**config.mk**
```make
export PLATFORM = sky130hd
export DESIGN_NAME = fir_host
export DESIGN_NICKNAME = d
export VERILOG_FILES = /design/src/include/fir_pkg.sv /design/src/logic/fir_host.sv
export SDC_FILE = /design/constraint.sdc
export NUM_CORES = 1
export LEC_CHECK = 0
export ABC_AREA = 1
export CAP_MARGIN = 10
export CORE_ASPECT_RATIO = 1.5
export CORE_MARGIN = 3
export CORE_UTILIZATION = 30
export CTS_BUF_LIST = sky130_fd_sc_hd__clkbuf_2
export DETAILED_ROUTE_END_ITERATION = 10
export DONT_BUFFER_PORTS = 1
export GPL_TIMING_DRIVEN = 0
export HOLD_SLACK_MARGIN = 0.02
export PLACE_DENSITY = 0.42
export SLEW_MARGIN = 20
export SYNTH_ARGS = -nofsm -noshare
export SYNTH_HDL_FRONTEND = slang
export SYNTH_SLANG_ARGS = --single-unit
```
**constraint.sdc**
```tcl
create_clock -name clk_sys -period 1.9 [get_ports clk_sys]
set_input_delay 0.19 -clock clk_sys [delete_from_list [all_inputs] [get_ports clk_sys]]
set_output_delay 0.19 -clock clk_sys [all_outputs]
set_load 0.01 [all_outputs]
```
**src/include/fir_pkg.sv**
```systemverilog
/*
 * Constants, opcodes, command codes and state encoding for the host-side
 * identification readout controller of a serial flash.
 * Assumes the system clock runs at the rate given by CLK_PERIOD_NS.
 */
package fir_pkg;

	// System clock
	localparam int unsigned CLK_PERIOD_NS = 50;

	// Device delays in nanoseconds (plain defaults, no figure is printed)
	localparam int unsigned POWER_DOWN_ENTRY_DELAY_NS = 3000;
	localparam int unsigned POWER_UP_RELEASE_DELAY_NS = 3000;
	localparam int unsigned RELEASE_WITH_ID_DELAY_NS = 1800;
	localparam int unsigned CS_HIGH_MIN_NS = 100;

	// Least times round up to whole cycles
	localparam logic [15:0] POWER_DOWN_ENTRY_CYC =
		16'((POWER_DOWN_ENTRY_DELAY_NS + CLK_PERIOD_NS - 1) / CLK_PERIOD_NS);
	localparam logic [15:0] POWER_UP_RELEASE_CYC =
		16'((POWER_UP_RELEASE_DELAY_NS + CLK_PERIOD_NS - 1) / CLK_PERIOD_NS);
	localparam logic [15:0] RELEASE_WITH_ID_CYC =
		16'((RELEASE_WITH_ID_DELAY_NS + CLK_PERIOD_NS - 1) / CLK_PERIOD_NS);
	localparam logic [15:0] CS_HIGH_MIN_CYC =
		16'((CS_HIGH_MIN_NS + CLK_PERIOD_NS - 1) / CLK_PERIOD_NS);

	// Instruction opcodes
	localparam logic [7:0] OPC_POWER_DOWN = 8'hb9;
	localparam logic [7:0] OPC_RELEASE = 8'hab;
	localparam logic [7:0] OPC_MFR_ID = 8'h90;
	localparam logic [7:0] OPC_MFR_ID_DUAL = 8'h92;
	localparam logic [7:0] OPC_MFR_ID_QUAD = 8'h94;
	localparam logic [7:0] OPC_UNIQUE_ID = 8'h4b;
	localparam logic [7:0] OPC_STD_ID = 8'h9f;
	localparam logic [7:0] OPC_PARAM_READ = 8'h5a;

	// Continuous-read mode byte, upper nibble all ones
	localparam logic [7:0] MODE_BITS = 8'hf0;

	// Lane widths
	localparam logic [2:0] W_SINGLE = 3'h1;
	localparam logic [2:0] W_DUAL = 3'h2;
	localparam logic [2:0] W_QUAD = 3'h4;

	// Clock counts of each phase
	localparam logic [5:0] OPC_CLK_SINGLE = 6'h08;
	localparam logic [5:0] OPC_CLK_QUAD = 6'h02;
	localparam logic [5:0] DEVID_DUMMY_CLK_SINGLE = 6'h18;
	localparam logic [5:0] DEVID_DUMMY_CLK_QUAD = 6'h06;
	localparam logic [5:0] ADDR_CLK_SINGLE = 6'h18;
	localparam logic [5:0] ADDR_MODE_CLK_DUAL = 6'h10;
	localparam logic [5:0] DUMMY_ADDR_MODE_CLK_QUAD = 6'h0c;
	localparam logic [5:0] UID_DUMMY_CLK = 6'h20;
	localparam logic [5:0] PARAM_DUMMY_CLK = 6'h08;

	// Reset values of the pins: io2/io3 serve as write protect and hold
	localparam logic [3:0] IO_IDLE_O = 4'hc;
	localparam logic [3:0] IO_IDLE_OE = 4'hc;

	typedef enum logic [3:0] {
		FIR_CMD_POWER_DOWN = 4'h0,
		FIR_CMD_RELEASE = 4'h1,
		FIR_CMD_DEVICE_ID = 4'h2,
		FIR_CMD_MFR_ID = 4'h3,
		FIR_CMD_MFR_ID_DUAL = 4'h4,
		FIR_CMD_MFR_ID_QUAD = 4'h5,
		FIR_CMD_UNIQUE_ID = 4'h6,
		FIR_CMD_STD_ID = 4'h7,
		FIR_CMD_PARAM_READ = 4'h8
	} fir_cmd_e;

	typedef enum logic [6:0] {
		ST_IDLE = 7'b0000001,
		ST_OPC = 7'b0000010,
		ST_PAY = 7'b0000100,
		ST_DUM = 7'b0001000,
		ST_RD = 7'b0010000,
		ST_END = 7'b0100000,
		ST_WAIT = 7'b1000000
	} fir_state_e;

endpackage : fir_pkg

```
**src/logic/fir_host.sv**
```systemverilog
/*
 * Host-side controller that issues the power-down, release and
 * identification instructions of a serial flash and returns read bytes.
 * Assumes one system clock domain; the serial clock is divided down from
 * it and driven out; pin inputs arrive asynchronously and are synchronised.
 */
// Function
// - Release opcode alone then chip select high ends power-down.
// - Host holds chip select high for the whole power-up release delay.
// - Release opcode plus three dummy bytes returns device ID, MSB first.
// - After ID-form release from power-down, hold chip select high longer.
// - Opcode 90h with zero address returns manufacturer then device ID.
// - Opcode 92h sends address two bits per clock, reads two bits.
// - Opcode 94h: four dummy clocks, address by nibbles, reads nibbles.
// - Dual and quad ID reads send mode bits with upper nibble ones.
// - Unique ID opcode, four dummy bytes, then a 64-bit identifier.
// - Parameter read: opcode, address, eight dummy clocks, then data.
// - Parameter address upper sixteen bits zero; low byte picks start.
`timescale 1ns/1ps
`default_nettype none

module fir_host
	import fir_pkg::*;
#(
	parameter int unsigned HALF_PERIOD = 4
) (
	input wire logic clk_sys,
	input wire logic rst_n,
	input wire logic cmd_valid,
	output logic cmd_ready,
	input wire logic [3:0] cmd_sel,
	input wire logic [7:0] cmd_addr,
	input wire logic [7:0] cmd_len,
	input wire logic qpi_mode,
	output logic [7:0] rsp_data,
	output logic rsp_valid,
	output logic done,
	output logic cmd_err,
	output logic powered_down,
	output logic spi_cs_n,
	output logic spi_sck,
	output logic [3:0] spi_io_o,
	output logic [3:0] spi_io_oe,
	input wire logic [3:0] spi_io_i
);

	generate
		// The input synchroniser lags four cycles, so a serial clock
		// period must be at least six system clocks to sample on time.
		if (HALF_PERIOD < 3 || HALF_PERIOD > 255) begin : g_chk
			$error("HALF_PERIOD must lie in 3..255");
		end
	endgenerate

	localparam logic [7:0] HALF_LAST = 8'(HALF_PERIOD - 1);

	// Drive the lanes from the top of the shift register at width w
	function automatic logic [7:0] lane_drive(input logic [55:0] sh,
		input logic [2:0] w);
		case (w)
			W_QUAD: lane_drive = {4'hf, sh[55:52]};
			W_DUAL: lane_drive = {4'hf, 2'b11, sh[55:54]};
			default: lane_drive = {4'hd, 3'b110, sh[55]};
		endcase
	endfunction : lane_drive

	// Release the lanes the device drives at width w
	function automatic logic [7:0] lane_release(input logic [2:0] w);
		case (w)
			W_QUAD: lane_release = 8'h00;
			default: lane_release = {IO_IDLE_OE, IO_IDLE_O};
		endcase
	endfunction : lane_release

	function automatic logic [5:0] byte_clks(input logic [2:0] w);
		case (w)
			W_QUAD: byte_clks = 6'h02;
			W_DUAL: byte_clks = 6'h04;
			default: byte_clks = 6'h08;
		endcase
	endfunction : byte_clks

	function automatic fir_state_e next_phase(input logic pay,
		input logic dum, input logic rd);
		if (pay) begin
			next_phase = ST_PAY;
		end else if (dum) begin
			next_phase = ST_DUM;
		end else if (rd) begin
			next_phase = ST_RD;
		end else begin
			next_phase = ST_END;
		end
	endfunction : next_phase

	function automatic logic cmd_refused(input logic [3:0] sel,
		input logic qpi, input logic pd, input logic [7:0] len);
		logic rd;
		logic qpi_ok;
		logic pd_ok;
		rd = 1'b1;
		qpi_ok = 1'b0;
		pd_ok = 1'b0;
		case (sel)
			FIR_CMD_POWER_DOWN: begin
				rd = 1'b0;
				qpi_ok = 1'b1;
			end
			FIR_CMD_RELEASE: begin
				rd = 1'b0;
				qpi_ok = 1'b1;
				pd_ok = 1'b1;
			end
			FIR_CMD_DEVICE_ID: begin
				qpi_ok = 1'b1;
				pd_ok = 1'b1;
			end
			FIR_CMD_STD_ID: qpi_ok = 1'b1;
			default: qpi_ok = 1'b0;
		endcase
		cmd_refused = (sel > FIR_CMD_PARAM_READ)
			| (qpi & ~qpi_ok)
			| (pd & ~pd_ok)
			| (rd & (len == 8'h00));
	endfunction : cmd_refused

	// Input synchroniser
	logic [3:0] s1_r, s2_r, s3_r, in_r;
	logic [3:0] in_nxt;

	always_comb begin
		for (int i = 0; i < 4; i++) begin
			in_nxt[i] = (s2_r[i] == s3_r[i]) ? s3_r[i] : in_r[i];
		end
	end

	always_ff @(posedge clk_sys) begin
		if (!rst_n) begin
			s1_r <= 4'h0;
			s2_r <= 4'h0;
			s3_r <= 4'h0;
			in_r <= 4'h0;
		end else begin
			s1_r <= spi_io_i;
			s2_r <= s1_r;
			s3_r <= s2_r;
			in_r <= in_nxt;
		end
	end

	// Sequencer state
	fir_state_e state_r, state_nxt, tgt;
	logic [7:0] div_r, div_nxt;
	logic sck_r, sck_nxt;
	logic cs_n_r, cs_n_nxt;
	logic [3:0] io_o_r, io_o_nxt, io_oe_r, io_oe_nxt;
	logic [55:0] sh_r, sh_nxt, sh_sh;
	logic [5:0] cnt_r, cnt_nxt;
	logic [5:0] pay_n_r, pay_n_nxt, dum_n_r, dum_n_nxt;
	logic [2:0] pay_w_r, pay_w_nxt, rd_w_r, rd_w_nxt, opw_r, opw_nxt;
	logic [2:0] cur_w;
	logic rd_en_r, rd_en_nxt;
	logic [7:0] bytes_r, bytes_nxt;
	logic [7:0] rx_r, rx_nxt, rx_in;
	logic [15:0] wait_r, wait_nxt, wait_len_r, wait_len_nxt;
	logic pd_r, pd_nxt, pd_after_r, pd_after_nxt;
	logic ready_r, ready_nxt;
	logic [7:0] rsp_data_r, rsp_data_nxt;
	logic rsp_valid_r, rsp_valid_nxt, done_r, done_nxt, err_r, err_nxt;
	logic tick;
	logic [7:0] opc;
	logic [47:0] payload;
	logic [7:0] lanes;

	always_comb begin
		state_nxt = state_r;
		div_nxt = 8'h00;
		sck_nxt = sck_r;
		cs_n_nxt = cs_n_r;
		io_o_nxt = io_o_r;
		io_oe_nxt = io_oe_r;
		sh_nxt = sh_r;
		cnt_nxt = cnt_r;
		pay_n_nxt = pay_n_r;
		dum_n_nxt = dum_n_r;
		pay_w_nxt = pay_w_r;
		rd_w_nxt = rd_w_r;
		opw_nxt = opw_r;
		rd_en_nxt = rd_en_r;
		bytes_nxt = bytes_r;
		rx_nxt = rx_r;
		wait_nxt = wait_r;
		wait_len_nxt = wait_len_r;
		pd_nxt = pd_r;
		pd_after_nxt = pd_after_r;
		ready_nxt = ready_r;
		rsp_data_nxt = rsp_data_r;
		rsp_valid_nxt = 1'b0;
		done_nxt = 1'b0;
		err_nxt = 1'b0;
		tgt = state_r;
		opc = OPC_STD_ID;
		payload = 48'h0;
		lanes = 8'h00;
		tick = (div_r == HALF_LAST);
		case (state_r)
			ST_OPC: cur_w = opw_r;
			ST_PAY: cur_w = pay_w_r;
			default: cur_w = rd_w_r;
		endcase
		sh_sh = sh_r << cur_w;
		case (rd_w_r)
			W_QUAD: rx_in = {rx_r[3:0], in_r[3:0]};
			W_DUAL: rx_in = {rx_r[5:0], in_r[1:0]};
			default: rx_in = {rx_r[6:0], in_r[1]};
		endcase

		case (state_r)
			ST_IDLE: begin
				if (cmd_valid && ready_r) begin
					if (cmd_refused(cmd_sel, qpi_mode, pd_r, cmd_len)) begin
						err_nxt = 1'b1;
					end else begin
						ready_nxt = 1'b0;
						pay_n_nxt = 6'h00;
						pay_w_nxt = W_SINGLE;
						dum_n_nxt = 6'h00;
						rd_en_nxt = 1'b1;
						rd_w_nxt = W_SINGLE;
						wait_len_nxt = CS_HIGH_MIN_CYC;
						pd_after_nxt = pd_r;
						bytes_nxt = cmd_len;
						case (cmd_sel)
							FIR_CMD_POWER_DOWN: begin
								opc = OPC_POWER_DOWN;
								rd_en_nxt = 1'b0;
								wait_len_nxt = POWER_DOWN_ENTRY_CYC;
								pd_after_nxt = 1'b1;
							end
							FIR_CMD_RELEASE: begin
								opc = OPC_RELEASE;
								rd_en_nxt = 1'b0;
								wait_len_nxt = POWER_UP_RELEASE_CYC;
								pd_after_nxt = 1'b0;
							end
							FIR_CMD_DEVICE_ID: begin
								opc = OPC_RELEASE;
								pay_n_nxt = qpi_mode ? DEVID_DUMMY_CLK_QUAD :
									DEVID_DUMMY_CLK_SINGLE;
								pay_w_nxt = qpi_mode ? W_QUAD : W_SINGLE;
								rd_w_nxt = qpi_mode ? W_QUAD : W_SINGLE;
								if (pd_r) begin
									wait_len_nxt = RELEASE_WITH_ID_CYC;
								end
								pd_after_nxt = 1'b0;
							end
							FIR_CMD_MFR_ID: begin
								opc = OPC_MFR_ID;
								pay_n_nxt = ADDR_CLK_SINGLE;
							end
							FIR_CMD_MFR_ID_DUAL: begin
								opc = OPC_MFR_ID_DUAL;
								payload = {24'h0, MODE_BITS, 16'h0};
								pay_n_nxt = ADDR_MODE_CLK_DUAL;
								pay_w_nxt = W_DUAL;
								rd_w_nxt = W_DUAL;
							end
							FIR_CMD_MFR_ID_QUAD: begin
								opc = OPC_MFR_ID_QUAD;
								payload = {16'h0, 24'h0, MODE_BITS};
								pay_n_nxt = DUMMY_ADDR_MODE_CLK_QUAD;
								pay_w_nxt = W_QUAD;
								rd_w_nxt = W_QUAD;
							end
							FIR_CMD_UNIQUE_ID: begin
								opc = OPC_UNIQUE_ID;
								pay_n_nxt = UID_DUMMY_CLK;
							end
							FIR_CMD_PARAM_READ: begin
								opc = OPC_PARAM_READ;
								payload = {16'h0, cmd_addr, 24'h0};
								pay_n_nxt = ADDR_CLK_SINGLE;
								dum_n_nxt = PARAM_DUMMY_CLK;
							end
							default: begin
								opc = OPC_STD_ID;
								rd_w_nxt = qpi_mode ? W_QUAD : W_SINGLE;
							end
						endcase
						opw_nxt = qpi_mode ? W_QUAD : W_SINGLE;
						cnt_nxt = qpi_mode ? OPC_CLK_QUAD : OPC_CLK_SINGLE;
						sh_nxt = {opc, payload};
						lanes = lane_drive(sh_nxt, opw_nxt);
						io_oe_nxt = lanes[7:4];
						io_o_nxt = lanes[3:0];
						cs_n_nxt = 1'b0;
						state_nxt = ST_OPC;
					end
				end
			end
			ST_OPC, ST_PAY, ST_DUM, ST_RD: begin
				div_nxt = tick ? 8'h00 : 8'(div_r + 8'h01);
				if (tick && !sck_r) begin
					sck_nxt = 1'b1;
				end else if (tick) begin
					sck_nxt = 1'b0;
					sh_nxt = sh_sh;
					cnt_nxt = cnt_r - 6'h01;
					if (state_r == ST_RD) begin
						rx_nxt = rx_in;
					end
					if (cnt_r == 6'h01) begin
						case (state_r)
							ST_OPC: tgt = next_phase(pay_n_r != 6'h00,
								dum_n_r != 6'h00, rd_en_r);
							ST_PAY: tgt = next_phase(1'b0,
								dum_n_r != 6'h00, rd_en_r);
							ST_DUM: tgt = next_phase(1'b0, 1'b0, rd_en_r);
							default: begin
								rsp_data_nxt = rx_in;
								rsp_valid_nxt = 1'b1;
								bytes_nxt = bytes_r - 8'h01;
								// Device repeats its ID until deselected
								tgt = (bytes_r == 8'h01) ? ST_END : ST_RD;
							end
						endcase
						state_nxt = tgt;
						case (tgt)
							ST_PAY: begin
								cnt_nxt = pay_n_r;
								lanes = lane_drive(sh_sh, pay_w_r);
							end
							ST_DUM: begin
								cnt_nxt = dum_n_r;
								lanes = lane_release(W_SINGLE);
							end
							ST_RD: begin
								cnt_nxt = byte_clks(rd_w_r);
								lanes = lane_release(rd_w_r);
							end
							default: lanes = lane_release(W_SINGLE);
						endcase
						io_oe_nxt = lanes[7:4];
						io_o_nxt = lanes[3:0];
					end else if (state_r == ST_OPC || state_r == ST_PAY) begin
						lanes = lane_drive(sh_sh, cur_w);
						io_oe_nxt = lanes[7:4];
						io_o_nxt = lanes[3:0];
					end
				end
			end
			ST_END: begin
				div_nxt = tick ? 8'h00 : 8'(div_r + 8'h01);
				if (tick) begin
					cs_n_nxt = 1'b1;
					wait_nxt = wait_len_r;
					state_nxt = ST_WAIT;
				end
			end
			ST_WAIT: begin
				// Chip select stays high for the whole device delay
				if (wait_r <= 16'h0001) begin
					state_nxt = ST_IDLE;
					ready_nxt = 1'b1;
					done_nxt = 1'b1;
					pd_nxt = pd_after_r;
				end else begin
					wait_nxt = wait_r - 16'h0001;
				end
			end
			default: begin
				state_nxt = ST_IDLE;
				cs_n_nxt = 1'b1;
				sck_nxt = 1'b0;
				ready_nxt = 1'b1;
			end
		endcase
	end

	always_ff @(posedge clk_sys) begin
		if (!rst_n) begin
			state_r <= ST_IDLE;
			div_r <= 8'h00;
			sck_r <= 1'b0;
			cs_n_r <= 1'b1;
			io_o_r <= IO_IDLE_O;
			io_oe_r <= IO_IDLE_OE;
			sh_r <= 56'h0;
			cnt_r <= 6'h00;
			pay_n_r <= 6'h00;
			dum_n_r <= 6'h00;
			pay_w_r <= W_SINGLE;
			rd_w_r <= W_SINGLE;
			opw_r <= W_SINGLE;
			rd_en_r <= 1'b0;
			bytes_r <= 8'h00;
			rx_r <= 8'h00;
			wait_r <= 16'h0000;
			wait_len_r <= CS_HIGH_MIN_CYC;
			pd_r <= 1'b0;
			pd_after_r <= 1'b0;
			ready_r <= 1'b1;
			rsp_data_r <= 8'h00;
			rsp_valid_r <= 1'b0;
			done_r <= 1'b0;
			err_r <= 1'b0;
		end else begin
			state_r <= state_nxt;
			div_r <= div_nxt;
			sck_r <= sck_nxt;
			cs_n_r <= cs_n_nxt;
			io_o_r <= io_o_nxt;
			io_oe_r <= io_oe_nxt;
			sh_r <= sh_nxt;
			cnt_r <= cnt_nxt;
			pay_n_r <= pay_n_nxt;
			dum_n_r <= dum_n_nxt;
			pay_w_r <= pay_w_nxt;
			rd_w_r <= rd_w_nxt;
			opw_r <= opw_nxt;
			rd_en_r <= rd_en_nxt;
			bytes_r <= bytes_nxt;
			rx_r <= rx_nxt;
			wait_r <= wait_nxt;
			wait_len_r <= wait_len_nxt;
			pd_r <= pd_nxt;
			pd_after_r <= pd_after_nxt;
			ready_r <= ready_nxt;
			rsp_data_r <= rsp_data_nxt;
			rsp_valid_r <= rsp_valid_nxt;
			done_r <= done_nxt;
			err_r <= err_nxt;
		end
	end

	assign cmd_ready = ready_r;
	assign rsp_data = rsp_data_r;
	assign rsp_valid = rsp_valid_r;
	assign done = done_r;
	assign cmd_err = err_r;
	assign powered_down = pd_r;
	assign spi_cs_n = cs_n_r;
	assign spi_sck = sck_r;
	assign spi_io_o = io_o_r;
	assign spi_io_oe = io_oe_r;

endmodule : fir_host

`default_nettype wire

```
# == Word level (Yosys, flattened, before mapping) ==
# Index checks and enable logic that the tools add are counted.
# totals
out_inout_bits,23
in_bits,28
reg_bits,186
wordCells,231
# op_classes
add_sub_neg,4
reduce_logical,36
bitwise_logic,18
magnitude_cmp,2
shifts,1
eq_ne,44
muxes,94
# ops
operator,count
56-bit two-way mux,4
56-bit one-hot mux with 2 select lines,1
32-bit one-hot mux with 3 select lines,1
7-bit two-way mux,11
6-bit two-way mux,10
6-bit one-hot mux with 2 select lines,5
4-bit two-way mux,14
8-bit two-way mux,7
8-bit one-hot mux with 7 select lines,1
56-bit by 3-bit left shift with 56-bit output,1
8-bit one-hot mux with 2 select lines,3
16-bit two-way mux,2
16-bit one-hot mux with 2 select lines,1
6-bit one-hot mux with 5 select lines,1
7-bit one-hot mux with 4 select lines,1
4-bit one-hot mux with 2 select lines,3
7-bit one-hot mux with 3 select lines,1
5-bit OR reduction,4
1-bit two-way mux,18
"2-bit inequality test, second input constant",9
3-bit one-hot mux with 3 select lines,2
6-bit one-hot mux with 3 select lines,1
"4-bit by 3-bit == test with 1-bit output, second input constant",4
"16-bit by 1-bit less-or-equal comparator with 1-bit output, second input constant",1
46 further kinds,93

# == Depth between registers and ports, before layout ==
# depth
word_depth,14
ltp_mapped,19
ltp_nobuf,19

# == Worst setup path after synthesis ==
# No wires, ideal clock.
# synth_path
kind,register to register
startpoint,register state_r[5]
endpoint,register sh_r[20]
slack_ns,-0.082
stages_incl_launch_ff,14
setup_ns,0.113
t_arrival_ns,1.869
required_time_ns,1.787
n_path_buf,1
period_less_slack_ns,1.982
cell_sequence,dfxtp_1 inv_2 nand2_2 nor2_4 nand4_1 nand2_4 nor2_8 nand2_1 nand4_2 buf_2 nor2_2 o21ai_0 o21ai_1 inv_1
# synth_via
elab_chain_cells,6
word_cells_on_any_way,17
classes_between,9 x eq/ne; 1 x shift; 4 x mux; 3 x reduce/logical
# synth_rtl
item,line,source
from (decl),fir_host.sv:152,"fir_state_e state_r, state_nxt, tgt;"
from (signal assigned),fir_host.sv:408,state_r <= state_nxt;
7-bit by 3-bit == test with 1-bit output or 7-bit by 2-bit == test with 1-bit output (tied branches),"fir_host.sv:206, fir_host.sv:218",
3-bit one-hot mux with 2 select lines,fir_host.sv:206,case (state_r)
56-bit by 3-bit left shift with 56-bit output,fir_host.sv:211,sh_sh = sh_r << cur_w;
56-bit two-way mux,fir_host.sv:305,end else if (tick) begin
56-bit two-way mux,fir_host.sv:303,if (tick && !sck_r) begin
56-bit one-hot mux with 2 select lines,fir_host.sv:218,case (state_r)
to (signal assigned),fir_host.sv:414,sh_r <= sh_nxt;
to (decl),fir_host.sv:157,"logic [55:0] sh_r, sh_nxt, sh_sh;"
# Parallel ways exist; a longest one is shown, timed or not. The select of a mux whose other input is x is not followed.
# A chain may end at the register's enable or synchronous reset.

# == Worst setup path after layout ==
# layout_path
startpoint,register state_r[5]
endpoint,register io_o_r[0] (netlist: spi_io_o[0])
# layout_via
elab_chain_cells,12
word_cells_on_any_way,33
classes_between,14 x eq/ne; 1 x shift; 14 x mux; 4 x reduce/logical
# layout_rtl
item,line,source
"7-bit by 4-bit == test with 1-bit output, or another cell as far along",--,
7-bit one-hot mux with 3 select lines,fir_host.sv:313,case (state_r)
7-bit two-way mux,fir_host.sv:312,if (cnt_r == 6'h01) begin
7-bit two-way mux,fir_host.sv:305,
7-bit two-way mux,fir_host.sv:303,
7-bit two-way mux,fir_host.sv:218,
7-bit by 5-bit == test with 1-bit output or 7-bit by 3-bit == test with 1-bit output (tied branches),fir_host.sv:328,case (tgt)
8-bit one-hot mux with 2 select lines,fir_host.sv:328,
4-bit two-way mux,fir_host.sv:312,
4-bit two-way mux,fir_host.sv:305,
4-bit two-way mux,fir_host.sv:303,
4-bit one-hot mux with 2 select lines,fir_host.sv:218,
to (signal assigned),fir_host.sv:412,io_o_r <= io_o_nxt;
to (decl),fir_host.sv:156,"logic [3:0] io_o_r, io_o_nxt, io_oe_r, io_oe_nxt;"
# Parallel ways exist; a longest one is shown, timed or not. The select of a mux whose other input is x is not followed.

==> summary.md <==
| Metric | Value |
|---|---|
| Outcome | `finished, violations left` |
| Failing checks | `negative setup slack` |
| Yosys cell types | `53` |
| Largest cells by area after synthesis | `dfxtp_1 34%, nand2_1 15%, a21oi_1 7.1%` |
| R2R setup slack | `-0.46 ns` |
| Slew @ Worst Pin | `1.10 ns` |
| Register area share after synthesis | `0.341` |
| Site Rows | `80` |
| Relative slew slack | `0.267` |
| Setup crit start kind | `register` |
| MaxCap Viol Count | `0` |
| Top Family by Delay on Critical Path | `simple AND/OR/NAND/NOR gates` |
| Starting Density | `0.305` |
| Critical-path maximum fanout | `7` |
| Final net count | `1737` |
| Crit path capture type | `register` |
| Initial antenna violation count | `1` |
| Final hold slack | `0.119 ns` |
| WHS Endpoint | `bytes_r[0]` |
| Routability Congestion | `0.929` |
| Syn avg cell area | `about 6.4 um2` |
| Register area | `around 3300 um2` |
| Area grow syn2layout | `43.3%` |
| GRT Overall Usage | `0.232` |
| Footprint of the multi-input gates | `6720 um2` |
| Hold WC Path Type | `in2reg` |
| Vias in the first global route | `between 10000 and 15000` |
| VDD IR-drop max | `0.000501 V` |
| Die width | `153 um` |
| PortBufs | `0` |
| Antenna-violating nets left | `0` |
| HP Start | `cmd_len[0]` |
| Main combinational cell family by area after synthesis | `simple AND/OR/NAND/NOR gates` |
| Final WL | `41900 um` |
| Hold Path Cell Cnt | `5` |
| WS Path Type | `reg2reg` |
| Global-route wire length before repair | `61600 um` |
| Clock sinks | `165` |
| Ys async rst share | `0` |
| TritonCTS buffer count | `17` |
| DR vias/cell | `5.23` |
| Drt drc | `0` |
| CTS Root Cell | `clkbuf_2` |
| Num ports | `51` |
| Area share of xor/xnor cells in the synthesized design | `0.0181` |
| Final Slew Violations | `0` |
| # fillers | `3384` |
| Final hold vios | `0` |
| Post-synthesis adder-cell area fraction | `0.00903` |
| Die span in y | `226 um` |
| Most used DFF post-synth | `dfxtp_1` |
| Mapped cell area | `9690 um2` |
| Ys Warns | `0` |
| CTS clk-pin slew, worst paths | `0.29 ns` |
| RSZ-0062 raised after global routing | `yes` |
| GR Overflow Total | `0` |
| Synth Area in Compound Gates | `0.191` |
| CTS tree | `built` |
| Reg-to-Reg End | `spi_io_o[0]` |
| Avg WL per Cell | `19.7 um` |
| Largest net degree at the start of global routing | `20` |
| Post-synthesis mux area share | `0.00310` |
| WP buf/inv | `4` |
| Simple-gate area share of the yosys netlist | `0.336` |
| Tcrit/Tclk final | `1.24` |
| Syn_nets | `1550` |
| Final setup viols | `103` |
| Detailed Place HPWL | `approximately 30000 um` |
| Fmax | `0.424 GHz` |
| Area of the die | `34600 um2` |
| H-Tree Level Count | `4` |
| Clock Skew | `0.0350 ns` |
| Crit path DAT | `between 3 and 4 ns` |
| Clock Path Buffers | `2` |
| Layout cells sized above 1 | `0.298` |
| Slowest cell delay on critical path | `around 0.42 ns` |
| Post-layout min period | `2.36 ns` |
| Core area | `~32000 um2` |
| Synth top area share | `0.341` |
| Worst EP required | `~2.7 ns` |
| Mapped Cells | `1515` |
| Via count | `11100` |
| Setup WS post-layout | `-0.457 ns` |
| RR Startpoint | `state_r[5]` |
| Crit-path slowest cell | `dfxtp_2` |
| Drt pass-1 iters | `5` |
| Critical Path, Cell by Cell | `inv_4 -> nand2_4 -> nor2_4 -> buf_12 -> nand2_8 -> nand2_8 -> inv_6 -> nand2_8 -> nor2_8 -> nor2_4 -> nand2_2 -> nand3_2 -> nor2_4 -> buf_6 -> o21ai_0 -> a21oi_1` |
| Worst-skew pair later-pin latency | `0.90 ns` |
| DP Worst Slack | `-0.997 ns` |
| DR iter-0 viols | `570` |
| PwrDens | `roughly 1200 nW/um2` |
| Reg2Reg Depth | `16` |
| Post-synth EDFFs | `0` |
| Area leader, netlist | `dfxtp_1` |
| Leakage power | `0.00575 uW` |
| FF+latch count, synth | `165` |
==> worst register-to-register path: stages, from the launching register on <==
cell and delay (ns):
dfxtp_2 0.42, inv_4 0.05, nand2_4 0.06, nor2_4 0.05
buf_12 0.14, nand2_8 0.12, nand2_8 0.07, inv_6 0.07
nand2_8 0.06, nor2_8 0.24, nor2_4 0.12, nand2_2 0.10
nand3_2 0.10, nor2_4 0.27, buf_6 0.16, o21ai_0 0.08
a21oi_1 0.20
==> cell usage after synthesis, types with 10 or more instances <==
master	count
a21oi_1	137
buf_2	34
clkbuf_1	22
dfxtp_1	165
inv_1	163
inv_2	10
nand2_1	397
nand3_1	127
nand4_1	19
nor2_1	113
nor3_1	21
nor4_1	12
o211ai_1	20
o21ai_0	126
o21ai_1	23
or2_1	10
xor2_1	12
==> kinds of logic (layout without fill, tap and decap cells) <==
family | after synthesis | in the layout
other | 0 | 1
adder cells (fa/ha/maj) | 7 | 7
XOR/XNOR | 20 | 20
flip-flops | 165 | 165
AND/OR/NAND/NOR | 737 | 739
multiplexers | 3 | 3
buffers and inverters | 242 | 440
AO/OA/AOI/OAI | 341 | 341
==> where the power goes <==
group	internal (uW)	switching, uW
clock	473	1650
sequential	3950	427
combinational	4230	5960
total	8650	8040
==> metal layers <==
metal  share of wire  GRT usage  vias to the layer above
met1            0.37      0.238                     5336
met5               0          0                        -
met4           0.066      0.157                        0
met2            0.53      0.439                      291
li1                -          -                     5378
met3           0.039     0.0272                      114
==> cells in the final DEF, fill, tap and decap left out, drive strengths merged, types with 2 or more instances in the layout <==
cell,synthesis,layout
o21ai,150,150
inv,174,185
a31oi,9,9
clkbuf,22,41
a21oi,137,137
nor2,126,127
o22ai,6,6
clkinv,2,6
nand2,406,407
mux2i,3,3
nand3,129,129
nand3b,3,3
a21o,2,2
ha,7,7
xnor2,8,8
xor2,12,12
o211ai,21,21
a211oi,4,4
nor4,12,12
o21a,3,3
dlygate4sd3,0,45
a221oi,4,4
nor3,25,25
buf,44,161
or2,14,14
a22o,2,2
nand4,20,20
dfxtp,165,165
==> sequential cells by signal (all words and copies together), names as in the netlist, 4 cells and up <==
name      cells
bytes_r       8
pay_n_r       5
s3_r          4
s2_r          4
sh_r         56
in_r          4
wait_r       16
rsp_data      8
s1_r          4
div_r         8
spi_io_o      4
cnt_r         6
state_r       7
rx_r          7
==> what timing repair did <==
action                     in CTS  in global routing
buffers inserted               69                 48
resized for setup             346                220
cloned                          6                  6
setup endpoints to repair     148                144
pin swaps                      63                 64
hold buffers                   46                  0
hold endpoints to repair       84                  0
==> how the worst max path moves through the flow <==
stage	start	endpoint	slack (ns)	depth (start not counted)
after floorplan	state_r[5]	spi_io_o[1]	-0.03	19
after global placement	state_r[5]	sh_r[5]	-0.98	12
after detailed placement	state_r[5]	sh_r[5]	-1.0	12
after CTS	state_r[5]	sh_r[24]	-0.38	15
after global routing	state_r[6]	sh_r[11]	-0.49	17
final	state_r[5]	spi_io_o[0]	-0.46	16
==> per-stage QoR <==
stage                     setup TNS [ns]   util  cells  area [um2]  total power (uW)
after floorplan                   -0.207      -   1515        9770              8740
after global placement            -91.79  0.323   1925       10300             10800
after detailed placement          -92.80  0.323   1925       10300             10800
after CTS                         -27.01  0.399   2078       12700             15300
after global routing              -41.96  0.436   2126       13900             17700
final                             -31.25  0.436   2126       13900             16700
==> cell type report <==
class | count | share of cell area
repair inverters | 1 | 0.000450
plain buffers | 64 | 0.0483
diodes | 1 | 0.000180
multi-input cells | 1110 | 0.483
flip-flops and latches | 165 | 0.239
well taps | 410 | 0.0369
repair buffers | 167 | 0.121
clock buffers | 17 | 0.00612
inverters | 176 | 0.0524
clock inverters | 15 | 0.0127
Power figures use the tool's default switching activity.
